**config.mk**
```make
export PLATFORM = sky130hd
export DESIGN_NAME = ccp_unit
export DESIGN_NICKNAME = d
export VERILOG_FILES = /design/src/pkg/ccp_pkg.sv /design/src/pkg/ccp_cap_if.sv /design/src/ccp_prescale.sv /design/src/ccp_capture.sv /design/src/ccp_unit.sv
export VERILOG_INCLUDE_DIRS = /design/src /design/src/pkg
export SDC_FILE = /design/constraint.sdc
export NUM_CORES = 1
export LEC_CHECK = 0
export ABC_CLOCK_PERIOD_IN_PS = 4590
export BUFFER_PORTS_ARGS = -buffer_cell sky130_fd_sc_hd__buf_2
export CAP_MARGIN = 30
export CORE_ASPECT_RATIO = 0.6
export CORE_MARGIN = 4
export CORE_UTILIZATION = 55
export CTS_CLUSTER_SIZE = 40
export DETAILED_ROUTE_END_ITERATION = 10
export PLACE_DENSITY = 0.74
export SLEW_MARGIN = 20
export SYNTH_ARGS = -nofsm -noshare
export SYNTH_HDL_FRONTEND = slang
export SYNTH_SLANG_ARGS = --single-unit
```
**constraint.sdc**
```tcl
create_clock -name pclk -period 4.59 [get_ports pclk]
set_input_delay 0.6885 -clock pclk [delete_from_list [all_inputs] [get_ports pclk]]
set_output_delay 0.6885 -clock pclk [all_outputs]
set_load 0.02 [all_outputs]
```
**src/pkg/ccp_regs.svh**
```systemverilog
// Register offsets, field positions, reset values and counts of the capture/compare unit
`ifndef CCP_REGS_SVH
`define CCP_REGS_SVH
`define CCP_OFF_CTRL 8'h00
`define CCP_OFF_PRESC 8'h04
`define CCP_OFF_TIMER 8'h08
`define CCP_OFF_RELOAD 8'h0C
`define CCP_OFF_CMPA 8'h10
`define CCP_OFF_CAPA 8'h20
`define CCP_OFF_CAPB 8'h24
`define CCP_OFF_EVCNT 8'h28
`define CCP_OFF_FLAGS 8'h2C
`define CCP_OFF_IEN 8'h30
`define CCP_OFF_STAT 8'h34
`define CCP_F_MODE 0
`define CCP_F_DOWN 2
`define CCP_F_RUN 3
`define CCP_F_NARROW 4
`define CCP_F_ALT 5
`define CCP_F_PLLDIV 8
`define CCP_F_CHEN 12
`define CCP_F_POL 16
`define CCP_F_HALT 20
`define CCP_F_EDGE 24
`define CCP_F_FILT 26
`define CCP_F_EVB 4
`define CCP_RST_CTRL 32'h0000_0000
`define CCP_RST_PRESC 10'h3FF
`define CCP_RST_WORD 16'h0000
`define CCP_PRESC_W 10
`define CCP_FILT_LEN 4
`define CCP_PLL_MULT 32
`define CCP_PLL_LOCK_REFS 6'h20
`endif

```
**src/pkg/ccp_pkg.sv**
```systemverilog
// Types shared by the capture/compare unit modules
package ccp_pkg;
  typedef logic [15:0] ccp_word_t;
  typedef enum logic [1:0] {CCP_BASIC = 2'b00, CCP_ASYM = 2'b01, CCP_SYM = 2'b10} ccp_mode_t;
  typedef enum logic [1:0] {CCP_PLL_OFF = 2'b00, CCP_PLL_LOCK = 2'b01, CCP_PLL_RUN = 2'b10} ccp_pll_t;
endpackage

```
**src/pkg/ccp_cap_if.sv**
```systemverilog
// Timer value out to a capture channel, capture event and value back
interface ccp_cap_if;
  logic [15:0] timer;
  logic evt;
  logic [15:0] val;
  modport cap (input timer, output evt, output val);
  modport host (output timer, input evt, input val);
endinterface

```
**src/ccp_prescale.sv**
```systemverilog
// Reloadable free-running prescaler giving one tick per division period
`include "ccp_regs.svh"
module ccp_prescale #(
  parameter int W = `CCP_PRESC_W
) (
  input wire logic pclk, // Clock
  input wire logic presetn, // Async reset, active low
  input wire logic en, // Unit clock enable
  input wire logic [W-1:0] reload, // Reload value, ratio 2**W - reload
  output logic tick // Terminal event
);
  import ccp_pkg::*;
  logic [W-1:0] cnt_r;
  logic [W-1:0] cnt_nxt;

  // Terminal at all ones, then reload
  assign tick = en & (&cnt_r);
  assign cnt_nxt = tick ? reload : cnt_r + {{(W-1){1'b0}}, 1'b1};

  // Count on each unit clock enable
  always_ff @(posedge pclk or negedge presetn) begin
    if (!presetn) begin
      cnt_r <= '1;
    end else if (en) begin
      cnt_r <= cnt_nxt;
    end
  end
endmodule

```
**src/ccp_capture.sv**
```systemverilog
// One capture input: noise filter, edge select, event counter, capture register
`include "ccp_regs.svh"
module ccp_capture #(
  parameter int FLEN = `CCP_FILT_LEN,
  parameter int CW = 4
) (
  input wire logic pclk, // Clock
  input wire logic presetn, // Async reset, active low
  input wire logic pin, // Capture input pin
  input wire logic edge_fall, // 1 falling edge, 0 rising edge
  input wire logic filt_en, // Noise filter enable
  input wire logic [CW-1:0] evt_limit, // Events skipped before a capture
  ccp_cap_if.cap cif // Timer in, capture out
);
  import ccp_pkg::*;
  logic [FLEN-1:0] samp_r;
  logic lvl_r;
  logic prev_r;
  logic [CW-1:0] ev_r;
  logic evt_r;
  ccp_word_t val_r;
  logic lvl_nxt;
  logic edge_hit;
  logic ev_done;

  // Filtered level moves only after FLEN equal samples
  assign lvl_nxt = !filt_en ? pin : (&samp_r) ? 1'b1 : (~|samp_r) ? 1'b0 : lvl_r;
  assign edge_hit = (lvl_r != prev_r) & (lvl_r ^ edge_fall);
  assign ev_done = edge_hit & (ev_r == evt_limit);
  assign cif.evt = evt_r;
  assign cif.val = val_r;

  // Sampling and level tracking
  always_ff @(posedge pclk or negedge presetn) begin
    if (!presetn) begin
      samp_r <= '0;
      lvl_r <= 1'b0;
      prev_r <= 1'b0;
    end else begin
      samp_r <= {samp_r[FLEN-2:0], pin};
      lvl_r <= lvl_nxt;
      prev_r <= lvl_r;
    end
  end

  // Event counting and capture, always active
  always_ff @(posedge pclk or negedge presetn) begin
    if (!presetn) begin
      ev_r <= '0;
      evt_r <= 1'b0;
      val_r <= '0;
    end else begin
      evt_r <= ev_done;
      if (edge_hit) begin
        ev_r <= ev_done ? '0 : ev_r + {{(CW-1){1'b0}}, 1'b1};
      end
      if (ev_done) begin
        val_r <= cif.timer;
      end
    end
  end
endmodule

```
**src/ccp_unit.sv**
```systemverilog
// Capture/compare/PWM unit with APB register access
//
// Decided for this implementation: the register addresses and the APB slave port.
`include "ccp_regs.svh"
// Functional notes
// 16-bit timer reloads reload value on overflow
// 10-bit prescaler, division ratio 1 to 1024
// Four compare channels with selectable output polarity
// Two capture inputs, own counter and filter
// Seven flags share one interrupt request
// Byte writes to 16-bit registers via shadow
// Basic mode peripheral clock, PWM modes PLL
// PLL multiplies reference by 32
// PLL reference is clock divided by N+1
// Direction bit sets count way, reverses live
// Timer readable and writable at any time
// Overflow flag set on every reload
// Timer may run as 8-bit counter
// Enabled compare channel flags on timer match
// Capture copies timer into capture register
// Rising or falling capture edge per input
// Filter needs four equal samples per edge
// Event counter delays capture by N events
// Asymmetrical PWM counts down only
// Symmetrical PWM counts up and down alternately
// Pin holds halt level until compare event; in asymmetrical PWM the code also sets the state to 1 at a timer wrap
// Alternating mode gates pairs A/B, C/D alternately
// Timer steps once per prescaler terminal event
module ccp_unit (
  input wire logic pclk, // Clock, 200 MHz
  input wire logic presetn, // Async reset, active low
  input wire logic [7:0] paddr, // APB address
  input wire logic psel, // APB select
  input wire logic penable, // APB enable
  input wire logic pwrite, // APB direction
  input wire logic [31:0] pwdata, // APB write data
  input wire logic [3:0] pstrb, // APB byte strobes
  output logic [31:0] prdata, // APB read data
  output logic pready, // APB ready
  output logic pslverr, // APB error, unmapped address
  input wire logic [1:0] cap_in, // Capture pins
  output logic [3:0] cmp_out, // Compare/PWM pins
  output logic [3:0] cmp_oe, // Compare pin drive enables
  output logic irq // Common interrupt request
);
  import ccp_pkg::*;
  logic [31:0] ctrl_r;
  logic [`CCP_PRESC_W-1:0] presc_r;
  ccp_word_t timer_r;
  ccp_word_t reload_r;
  ccp_word_t cmp_r [4];
  ccp_word_t cap_val [2];
  logic [1:0] cap_evt;
  logic [7:0] evcnt_r;
  logic [6:0] flags_r;
  logic [6:0] ien_r;
  logic [7:0] shadow_r;
  logic [31:0] rdata_r;
  logic irq_r;
  logic sym_down_r;
  logic alt_phase_r;
  logic [3:0] st_r;
  logic [3:0] out_r;
  logic [3:0] refdiv_r;
  logic [5:0] lock_cnt_r;
  ccp_pll_t pll_st_r;
  ccp_pll_t pll_nxt;

  // 16-bit write with byte lanes; a low-byte-only write only fills the shadow
  function automatic ccp_word_t wr16(input ccp_word_t old_v, input logic [31:0] d,
                                     input logic [3:0] s, input logic [7:0] sh);
    wr16 = old_v;
    if (s[1]) begin
      wr16 = {d[15:8], s[0] ? d[7:0] : sh};
    end
  endfunction

  // Byte-lane merge for plain control words
  function automatic logic [31:0] wr32(input logic [31:0] old_v, input logic [31:0] d, input logic [3:0] s);
    wr32 = old_v;
    for (int b = 0; b < 4; b++) begin
      if (s[b]) begin
        wr32[b*8 +: 8] = d[b*8 +: 8];
      end
    end
  endfunction

  // Timer equality, low byte only in 8-bit mode
  function automatic logic match16(input ccp_word_t a, input ccp_word_t b, input logic narrow);
    match16 = narrow ? (a[7:0] == b[7:0]) : (a == b);
  endfunction

  // APB decode
  logic wr_acc;
  logic rd_setup;
  logic sel_ctrl;
  logic sel_presc;
  logic sel_timer;
  logic sel_reload;
  logic sel_evcnt;
  logic sel_flags;
  logic sel_ien;
  logic [3:0] sel_cmp;
  logic mapped;
  logic low_only;
  assign wr_acc = psel & penable & pwrite;
  assign rd_setup = psel & ~penable & ~pwrite;
  assign sel_ctrl = paddr == `CCP_OFF_CTRL;
  assign sel_presc = paddr == `CCP_OFF_PRESC;
  assign sel_timer = paddr == `CCP_OFF_TIMER;
  assign sel_reload = paddr == `CCP_OFF_RELOAD;
  assign sel_evcnt = paddr == `CCP_OFF_EVCNT;
  assign sel_flags = paddr == `CCP_OFF_FLAGS;
  assign sel_ien = paddr == `CCP_OFF_IEN;
  assign mapped = sel_ctrl | sel_presc | sel_timer | sel_reload | (|sel_cmp) | sel_evcnt | sel_flags | sel_ien
                | (paddr == `CCP_OFF_CAPA) | (paddr == `CCP_OFF_CAPB) | (paddr == `CCP_OFF_STAT);
  assign low_only = pstrb[1:0] == 2'b01;
  assign pready = 1'b1;
  assign pslverr = psel & penable & ~mapped;
  assign prdata = rdata_r;

  // Control fields
  ccp_mode_t mode;
  logic is_basic;
  logic is_asym;
  logic is_sym;
  logic narrow;
  logic [3:0] pll_div;
  logic [3:0] chen;
  logic [3:0] pol;
  logic [3:0] halt;
  assign mode = ccp_mode_t'(ctrl_r[`CCP_F_MODE +: 2]);
  assign is_asym = mode == CCP_ASYM;
  assign is_sym = mode == CCP_SYM;
  assign is_basic = ~is_asym & ~is_sym;
  assign narrow = ctrl_r[`CCP_F_NARROW];
  assign pll_div = ctrl_r[`CCP_F_PLLDIV +: 4];
  assign chen = ctrl_r[`CCP_F_CHEN +: 4];
  assign pol = ctrl_r[`CCP_F_POL +: 4];
  assign halt = ctrl_r[`CCP_F_HALT +: 4];
  assign cmp_oe = chen; // pin connected to compare logic only while enabled

  // PLL reference divider and lock sequencing
  logic ref_tick;
  logic unit_en;
  assign ref_tick = refdiv_r == pll_div;
  assign unit_en = is_basic | (pll_st_r == CCP_PLL_RUN);

  always_comb begin
    pll_nxt = pll_st_r;
    case (pll_st_r)
      CCP_PLL_OFF: begin
        if (!is_basic) pll_nxt = CCP_PLL_LOCK;
      end
      CCP_PLL_LOCK: begin
        if (is_basic) pll_nxt = CCP_PLL_OFF;
        else if (ref_tick && lock_cnt_r == `CCP_PLL_LOCK_REFS - 6'h01) pll_nxt = CCP_PLL_RUN;
      end
      CCP_PLL_RUN: begin
        if (is_basic) pll_nxt = CCP_PLL_OFF;
      end
      default: pll_nxt = CCP_PLL_OFF;
    endcase
  end

  // PLL state and counters
  always_ff @(posedge pclk or negedge presetn) begin
    if (!presetn) begin
      pll_st_r <= CCP_PLL_OFF;
      refdiv_r <= 4'h0;
      lock_cnt_r <= 6'h00;
    end else begin
      pll_st_r <= pll_nxt;
      refdiv_r <= ref_tick ? 4'h0 : refdiv_r + 4'h1;
      lock_cnt_r <= (pll_st_r == CCP_PLL_LOCK) ? lock_cnt_r + {5'h00, ref_tick} : 6'h00;
    end
  end

  // Prescaler
  logic presc_tick;
  ccp_prescale #(.W(`CCP_PRESC_W)) u_presc (
    .pclk(pclk),
    .presetn(presetn),
    .en(unit_en),
    .reload(presc_r),
    .tick(presc_tick)
  );

  // Timer stepping, direction and wrap
  logic tmr_tick;
  logic cnt_down;
  logic at_floor;
  logic at_ceil;
  logic sym_turn;
  logic tmr_wrap;
  logic step_down;
  logic tmr_wr;
  ccp_word_t reload_eff;
  ccp_word_t top_val;
  ccp_word_t timer_step;
  ccp_word_t timer_nxt;
  assign tmr_tick = presc_tick & ctrl_r[`CCP_F_RUN];
  assign cnt_down = is_asym | (is_sym ? sym_down_r : ctrl_r[`CCP_F_DOWN]);
  assign reload_eff = narrow ? {8'h00, reload_r[7:0]} : reload_r;
  assign top_val = narrow ? 16'h00FF : 16'hFFFF;
  assign at_floor = timer_r == 16'h0000;
  assign at_ceil = is_sym ? (timer_r >= reload_eff) : (timer_r == top_val);
  assign sym_turn = tmr_tick & is_sym & (cnt_down ? at_floor : at_ceil);
  assign tmr_wrap = tmr_tick & (is_sym ? (cnt_down & at_floor) : (cnt_down ? at_floor : at_ceil));
  assign step_down = cnt_down ^ sym_turn;
  assign timer_step = step_down ? timer_r - 16'h0001 : timer_r + 16'h0001;
  assign tmr_wr = wr_acc & sel_timer & pstrb[1];
  assign timer_nxt = tmr_wr ? wr16(timer_r, pwdata, pstrb, shadow_r)
                   : (tmr_wrap & ~is_sym) ? reload_eff
                   : tmr_tick ? timer_step : timer_r;

  // Timer and symmetric direction
  always_ff @(posedge pclk or negedge presetn) begin
    if (!presetn) begin
      timer_r <= `CCP_RST_WORD;
      sym_down_r <= 1'b0;
      alt_phase_r <= 1'b0;
    end else begin
      timer_r <= timer_nxt;
      sym_down_r <= is_sym ? (sym_down_r ^ sym_turn) : 1'b0;
      alt_phase_r <= alt_phase_r ^ tmr_wrap;
    end
  end

  // Capture channels
  for (genvar g = 0; g < 2; g++) begin : gen_cap
    ccp_cap_if cif ();
    assign cif.timer = timer_r;
    assign cap_evt[g] = cif.evt;
    assign cap_val[g] = cif.val;
    ccp_capture #(.FLEN(`CCP_FILT_LEN), .CW(4)) u_cap (
      .pclk(pclk),
      .presetn(presetn),
      .pin(cap_in[g]),
      .edge_fall(ctrl_r[`CCP_F_EDGE + g]),
      .filt_en(ctrl_r[`CCP_F_FILT + g]),
      .evt_limit(evcnt_r[g*`CCP_F_EVB +: 4]),
      .cif(cif)
    );
  end

  // Compare channels: match, waveform state, alternating gate, polarity
  logic [3:0] cmp_hit;
  logic [3:0] gate_off;
  for (genvar g = 0; g < 4; g++) begin : gen_cmp
    assign sel_cmp[g] = paddr == (`CCP_OFF_CMPA | 8'(g << 2));
    assign cmp_hit[g] = tmr_tick & chen[g] & match16(timer_r, cmp_r[g], narrow);
    assign gate_off[g] = is_asym & ctrl_r[`CCP_F_ALT] & (alt_phase_r ^ 1'(g % 2));
    always_ff @(posedge pclk or negedge presetn) begin
      if (!presetn) begin
        cmp_r[g] <= `CCP_RST_WORD;
        st_r[g] <= 1'b0;
        out_r[g] <= 1'b0;
      end else begin
        if (wr_acc && sel_cmp[g]) cmp_r[g] <= wr16(cmp_r[g], pwdata, pstrb, shadow_r);
        if (!chen[g]) st_r[g] <= halt[g];
        else if (cmp_hit[g]) st_r[g] <= is_asym ? 1'b0 : is_sym ? ~cnt_down : ~st_r[g];
        else if (is_asym && tmr_wrap) st_r[g] <= 1'b1;
        out_r[g] <= (st_r[g] & ~gate_off[g]) ^ pol[g];
      end
    end
  end
  assign cmp_out = out_r;

  // Flags: hardware set wins over write-one clear
  logic [6:0] flag_set;
  logic [6:0] flag_clr;
  assign flag_set = {cmp_hit, cap_evt, tmr_wrap};
  assign flag_clr = (wr_acc && sel_flags && pstrb[0]) ? pwdata[6:0] : 7'h00;
  assign irq = irq_r;

  // Read data selection
  logic [31:0] rd_mux;
  assign rd_mux = sel_ctrl ? ctrl_r
                : sel_presc ? {22'h000000, presc_r}
                : sel_timer ? {16'h0000, timer_r}
                : sel_reload ? {16'h0000, reload_r}
                : (|sel_cmp) ? {16'h0000, cmp_r[paddr[3:2]]}
                : (paddr == `CCP_OFF_CAPA) ? {16'h0000, cap_val[0]}
                : (paddr == `CCP_OFF_CAPB) ? {16'h0000, cap_val[1]}
                : sel_evcnt ? {24'h000000, evcnt_r}
                : sel_flags ? {25'h0000000, flags_r}
                : sel_ien ? {25'h0000000, ien_r}
                : (paddr == `CCP_OFF_STAT) ? {27'h0000000, pll_st_r, alt_phase_r, cnt_down, tmr_tick}
                : 32'h0000_0000;

  // Prescaler word after byte-lane merge
  logic [31:0] presc_wr;
  assign presc_wr = wr32({22'h000000, presc_r}, pwdata, pstrb);

  // Register writes, flags, read capture
  always_ff @(posedge pclk or negedge presetn) begin
    if (!presetn) begin
      ctrl_r <= `CCP_RST_CTRL;
      presc_r <= `CCP_RST_PRESC;
      reload_r <= `CCP_RST_WORD;
      evcnt_r <= 8'h00;
      ien_r <= 7'h00;
      flags_r <= 7'h00;
      shadow_r <= 8'h00;
      rdata_r <= 32'h0000_0000;
      irq_r <= 1'b0;
    end else begin
      if (wr_acc && sel_ctrl) ctrl_r <= wr32(ctrl_r, pwdata, pstrb);
      if (wr_acc && sel_presc) presc_r <= presc_wr[`CCP_PRESC_W-1:0];
      if (wr_acc && sel_reload) reload_r <= wr16(reload_r, pwdata, pstrb, shadow_r);
      if (wr_acc && sel_evcnt && pstrb[0]) evcnt_r <= pwdata[7:0];
      if (wr_acc && sel_ien && pstrb[0]) ien_r <= pwdata[6:0];
      if (wr_acc && low_only) shadow_r <= pwdata[7:0];
      flags_r <= (flags_r & ~flag_clr) | flag_set;
      irq_r <= |(flags_r & ien_r);
      if (rd_setup) rdata_r <= rd_mux;
    end
  end
endmodule

```
==> qor.yml, run 1 <==
dp_slack_ns: 0.4036
path_depth: 19
crit_start: "ctrl_r[4]"
yosys_warnings: 0
crit_required_ns: 5.04
yosys.area.top_type: "dfrtp_1"
fin_skew_ns: 0.01324
power_frac_seq: 0.499
fmax_mhz: 233.5
netlist_top_cells_area: "dfrtp_1, mux2_2, nand2_1"
hold_class: "in -> async"
cts_setup_buffers: 0
syn_to_final_growth_pct: 12.61
synthMuxAreaShare: 0.1227
synth_top_family_by_area: "simple AND/OR/NAND/NOR gates"
p_int_mw: 4.217
synth_area_per_cell_um2: 10.32
synth_edf_count: 0
io_pins: 94
wirelength_mm: 46.99
die_area_um2: 29770
htreeDepth: 1
hold_viol_final: 0
grt_pass1_wl_mm: 70.54
final_cell_mix: "dfrtp_1, nand2_1, mux2_2"
cp_num_buf_inv: 2
worst_slack_ns: 0.3071
clk_path_buf_depth: 3
grt_max_degree: 126
drive_gt1_frac: 0.2203
status: "complete, no violations"
netlist_area_um2: 14840
final_nets: 1619
pwr-share-comb: 0.110
path_class: "reg -> reg"
yosys.area_share.simple: 0.1405
setup_tns_ns: 0
yosys.area_share.adder: 0.03506
critPathSlowestCell: "o311ai_0"
wl_per_cell_um: 24.61
synth_compound_area_frac: 0.1219
cp-end-kind: "flop"
synth-async-reset-ratio: 1.000
cts_num_sinks: 287
first_iter_violations: 1724
synthDistinctLibCells: 68
max-slew-margin-rel: 0.3468
clkTransAtPathRegs_ns: 0.07
drc: 0
clock_latency_ns: 0.56
p_clk_frac: 0.392
viasPerCell: 6.384
ir_drop_mv: 0.2382
ys.flop_type: "dfrtp_1"
path_max_fanout: 11
whs_ns: 0.1974
ant_nets: 0
place_hpwl_mm: 34.02
setup_viol: 0
ys_seq_elements: 287
final_cells: 1909
p_sw_mw: 1.583
cts_resized: 0
cp.arrival_ns: 4.74
worst_path_dominant_cell_family: "compound AO/OA/AOI/OAI gates"
cts_hold_buf: 0
drtPass1Iterations: 7
core_area_um2: 26480
vias: 12188
drv_cap: 0
gr-total-overflow: 0
cp_slowest_stage_delay_ns: 0.42
leakagePower_nw: 7.995
period_share: 0.9331
tightestPinTransition_ns: 0.9723
synth_nets: 1530
min_period_ns: 4.283
synth_cells: 1438
timing.rr.start: "ctrl_r[4]"
crit_path_start_kind: "flop"
dieHeight_um: 135.3
gp_congestion: 1.015
p_per_area_nw_per_um2: 346.9
numPlacedInstances: 1854
grt_pass1_vias: 11524
start_util: 0.5607
antenna_found_initial: 1
synth_xor_area_frac: 0.06111
row_count: 46
totalPowerFinal_mw: 5.799
fill_cells: 2147
cp_cell_sequence: "inv_1 > nand2_1 > ha_1 > and3_1 > and2_1 > a31oi_1 > o311a_1 > nor2_1 > o22a_1 > ha_1 > nor2b_1 > o21ai_0 > a21boi_0 > buf_4 > o311ai_0 > a31oi_1 > a32oi_1 > a21oi_1 > a21o_1"
yosysTopAreaCellShare: 0.4501
cts_inserted_buffers: 27
die_x_um: 220.1
cts_tree: "done"
slew_viol_final: 0
yosysSeqAreaShare: 0.4855
rr_worst_depth: 19
final_common_cell: "dfrtp_1"
root_buffer: "clkbuf_16"
rsz0062_at_grt: "false"
power.switching_fraction: 0.2729
io_buffers: 92
grt_usage: 0.3126
synthesized netlist by cell type, types with 8 or more instances:
cell        n
mux2i_1    20
nor2_1     61
and2_1     10
a221oi_1   19
xor2_1     85
nand3_1    43
a31oi_1    24
buf_1       8
and3_1      8
mux2_2    112
dfrtp_1   267
nor4_1     21
xnor2_1    16
o21ai_0    95
o22ai_1     8
dfstp_2    20
mux4_2     16
nand2_1   244
nand2b_1   14
clkbuf_1   56
a22oi_1    26
a21oi_1    46
buf_4       8
nor3_1     11
ha_1       40
nand4_1    16
inv_1      30
power by group through the flow:
stage / sequential [mW] / clock, mW / combinational, mW
after floorplan: 2.90 / 0 / 0.368
after global placement: 2.92 / 0 / 0.595
after detailed placement: 2.93 / 0 / 0.619
after CTS: 2.89 / 2.28 / 0.622
after global routing: 2.91 / 2.39 / 0.704
final: 2.89 / 2.27 / 0.635
sequential cells by signal, indices dropped and copies added (netlist names), 6 cells and up:
signal                 cells
cmp_r                     64
ctrl_r                    32
evcnt_r                    8
flags_r                    7
gen_cap.cif.timer         16
gen_cap.u_cap.cif.val     32
gen_cap.u_cap.ev_r         8
gen_cap.u_cap.samp_r       8
ien_r                      7
lock_cnt_r                 6
prdata                    32
presc_r                   10
reload_r                  16
shadow_r                   8
u_presc.cnt_r             10
worst register-to-register path, delay by kind of cell, from the launching register on:
family | cells | cell delay [ns]
compound gates | 10 | 2.06
fa+ha+maj | 2 | 0.65
simple gates | 5 | 0.66
flops | 1 | 0.37
buf+inv | 2 | 0.44
final cells by class:
class,count,area (um^2),share of cell area
Sequential cell,287,7207,0.4311
Multi-Input combinational cell,1037,7164,0.4286
Timing Repair Buffer,142,892.1,0.05337
Clock buffer,39,780.7,0.04671
Tap cell,360,450.4,0.02695
Inverter,32,120.1,0.007186
Clock inverter,11,98.84,0.005913
Antenna cell,1,2.502,0.0001497
per-layer routing:
metal | track usage | part of all wire
met1 | 0.4867 | 0.45
met4 | 0.07215 | 0.026
met2 | 0.3977 | 0.38
met3 | 0.1347 | 0.14
met5 | 0 | 0
stage by stage:
step	util	cell area, um^2
2_1_floorplan	-	14840
3_3_place_gp	0.5953	15760
3_5_place_dp	0.5964	15790
4_1_cts	0.6296	16670
5_1_grt	0.6314	16720
6_report	0.6314	16720
kinds of logic (layout without fill, tap and decap cells):
kind of cell / after synthesis / after routing
xor+xnor: 102 / 102
mux: 148 / 148
other cells: 1 / 2
simple gates: 460 / 460
fa+ha+maj: 41 / 41
compound gates: 285 / 285
flops: 287 / 287
buf+inv: 114 / 224
path summary, 6_finish.rpt:
path	to	slack [ns]
worst min register to register	gen_cap[1].u_cap.samp_r[2]	0.40
worst min-delay path	lock_cnt_r[4]	0.20
worst max register to register	gen_cap[0].cif.timer[8]	0.31
worst max-delay path	gen_cap[0].cif.timer[8]	0.31
max in group asynchronous	gen_cap[1].u_cap.ev_r[3]	3.32
min in group pclk	gen_cap[1].u_cap.samp_r[0]	0.26
No activity file was read; power rests on OpenSTA's default activity.
==> run 2: changes to the inputs <==
--- a/config.mk
+++ b/config.mk
@@ -9,7 +9,7 @@
 export ABC_CLOCK_PERIOD_IN_PS = 4590
 export BUFFER_PORTS_ARGS = -buffer_cell sky130_fd_sc_hd__buf_2
 export CAP_MARGIN = 30
-export CORE_ASPECT_RATIO = 0.6
+export CORE_ASPECT_RATIO = 1.75
 export CORE_MARGIN = 4
 export CORE_UTILIZATION = 55
 export CTS_CLUSTER_SIZE = 40
==> run 2 against run 1 <==
  * Sequential power about the same
  * Maximum frequency is 0.28% higher
  * Power fell by 1.5%
  * Routed wire length down 3.8%
  * Critical path depth decreased by 1
==> qor.yml, run 2 (synthesis results as in run 1) <==
p_sw_mw: 1.532  # -3.2%
pwr-share-comb: 0.111  # about the same
crit_start: "ctrl_r[4]"
crit_path_start_kind: "flop"
rsz0062_at_grt: "false"
antenna_found_initial: 1  # unchanged
status: "complete, no violations"
max-slew-margin-rel: 0.3761  # +0.02928
die_area_um2: 29780  # about the same
gr-total-overflow: 0  # unchanged
wl_per_cell_um: 24.15  # -1.9%
power.switching_fraction: 0.2683  # -0.004652
p_clk_frac: 0.385  # -0.007
grt_max_degree: 97  # -23%
largest_register: "cmp_r"
final_cell_mix: "dfrtp_1, nand2_1, mux2_2"
grt_pass1_vias: 12101  # +5.0%
drtPass1Iterations: 8  # +1
p_int_mw: 4.178  # -0.91%
crit_required_ns: 5.04  # about the same
final_nets: 1618  # -0.062%
cp_slowest_stage_delay_ns: 0.39  # -0.03 ns
p_per_area_nw_per_um2: 343.4  # -1.0%
final_util: 0.6253  # -0.006092
cp_cell_sequence: "inv_1 > nand2_1 > ha_1 > and4_1 > nand3_1 > o311a_1 > nor2_1 > o22a_2 > inv_1 > fa_1 > nor2b_1 > o21ai_0 > a21boi_1 > o21ai_0 > a21oi_1 > a31oi_1 > xor2_1 > o22ai_1"
setup_viol: 0  # unchanged
htreeDepth: 1  # unchanged
grt_usage: 0.3024  # -0.01020
ir_drop_mv: 0.3091  # +30%
power_frac_seq: 0.504  # +0.005
clk_path_buf_depth: 3  # unchanged
path_max_fanout: 11  # unchanged
final_common_cell: "dfrtp_1"
r2r_setup_slack_ns: 0.32  # about the same
drv_cap: 0  # unchanged
row_count: 79  # +72%
syn_to_final_growth_pct: 12.00
io_pins: 94  # unchanged
multi_input_area_um2: 7159  # about the same
viasPerCell: 6.358  # -0.41%
regArea_um2: 7207  # unchanged
die_x_um: 132.2  # -40%
hold_class: "in -> async"
vias: 11896  # -2.4%
tightestPinTransition_ns: 0.9336  # -0.03870 ns
cts_num_sinks: 287  # unchanged
fin_skew_ns: 0.03259  # +0.01935 ns
cts_resized: 0  # unchanged
min_period_ns: 4.271  # -0.01196 ns
critPathSlowestCell: "fa_1"
core_area_um2: 26590  # +0.43%
cts_inserted_buffers: 26  # -3.7%
place_hpwl_mm: 33.25  # -2.3%
cts_hold_buf: 0  # unchanged
hold_viol_final: 0  # unchanged
largest_reg_flops: 64  # unchanged
start_util: 0.5583  # -0.002401
clkTransAtPathRegs_ns: 0.07  # about the same
root_buffer: "clkbuf_16"
cts_tree: "done"
drc: 0  # unchanged
gp_congestion: 0.9831  # -3.1%
wirelength_mm: 45.18  # -3.8%
grt_pass1_wl_mm: 70.01  # -0.75%
path_class: "reg -> reg"
clock_latency_ns: 0.57  # about the same
fill_cells: 2125  # -1.0%
drive_gt1_frac: 0.2181  # -0.002161
dieHeight_um: 225.3  # +67%
leakagePower_nw: 7.982  # -0.17%
cts_setup_buffers: 0  # unchanged
ant_nets: 0  # unchanged
first_iter_violations: 1134  # -34%
period_share: 0.9305  # -0.002605
cp-end-kind: "flop"
cp.arrival_ns: 4.72  # -0.02 ns
timing.rr.start: "ctrl_r[4]"
setup_tns_ns: 0  # unchanged
io_buffers: 92  # unchanged
slew_viol_final: 0  # unchanged
fmax_mhz: 234.1  # +0.28%
-- run 2: cell types whose count changed in the layout (fill, tap and decap cells not counted), sizes merged --
cell | previous run | this run
buf | 140 | 142
clkbuf | 41 | 39
clkinvlp | 3 | 1
diode | 1 | 2
inv | 32 | 31
-- run 2: metrics by stage --
stage | hold WS (ns) | cells | worst slack, ns | power, mW | cell area, um^2
after floorplan | 0.3544 | 1438 | 0.3820 | 3.270 | 14840
after global placement | 0.3588 | 1819 | 0.2319 | 3.528 | 15730
after detailed placement | 0.3681 | 1822 | 0.07632 | 3.557 | 15770
after CTS | 0.1499 | 1869 | 0.04888 | 5.729 | 16610
after global routing | 0.1852 | 1870 | 0.01112 | 5.922 | 16620
final | 0.1306 | 1871 | 0.3190 | 5.710 | 16630
-- run 2: worst paths after layout --
check,end,cells after the start
max,gen_cap[0].cif.timer[14],18
min,gen_cap[0].cif.timer[3],1
max reg2reg,gen_cap[0].cif.timer[14],18
min reg2reg,gen_cap[1].u_cap.samp_r[2],0
max in group asynchronous,presc_r[5],2
min in group pclk,gen_cap[1].u_cap.samp_r[0],1
-- run 2: final cells by class --
type | count | area share
sequential | 287 | 0.4335
multi-input combinational | 1037 | 0.4306
timing repair buffer | 142 | 0.05313
clock buffer | 39 | 0.04568
tap | 324 | 0.02438
inverter | 32 | 0.007225
clock inverter | 8 | 0.005193
antenna | 2 | 0.0003010
-- run 2: metal layers --
layer | vias to the layer above | wire [um] | track usage
met4 | 0 | 3603 | 0.2131
met5 | - | 0 | 0
met2 | 523 | 22750 | 0.5167
met1 | 5913 | 16020 | 0.3496
met3 | 159 | 2807 | 0.04379
li1 | 5301 | - | -
-- run 2: worst max-delay path: cells and delay by family (launching register included) --
kind,cells,cell delay (ns)
AO/OA/AOI/OAI,8,1.85
buffers and inverters,2,0.43
XOR/XNOR,1,0.14
flip-flops,1,0.38
adder cells (fa/ha/maj),2,0.70
AND/OR/NAND/NOR,5,0.64
-- run 2: power groups by stage --
stage / sequential (mW) / combinational, mW / clock, mW
floorplan: 2.90 / 0.368 / 0
global placement: 2.91 / 0.614 / 0
detailed placement: 2.92 / 0.633 / 0
CTS: 2.88 / 0.637 / 2.21
global route: 2.90 / 0.708 / 2.31
finish: 2.88 / 0.635 / 2.20
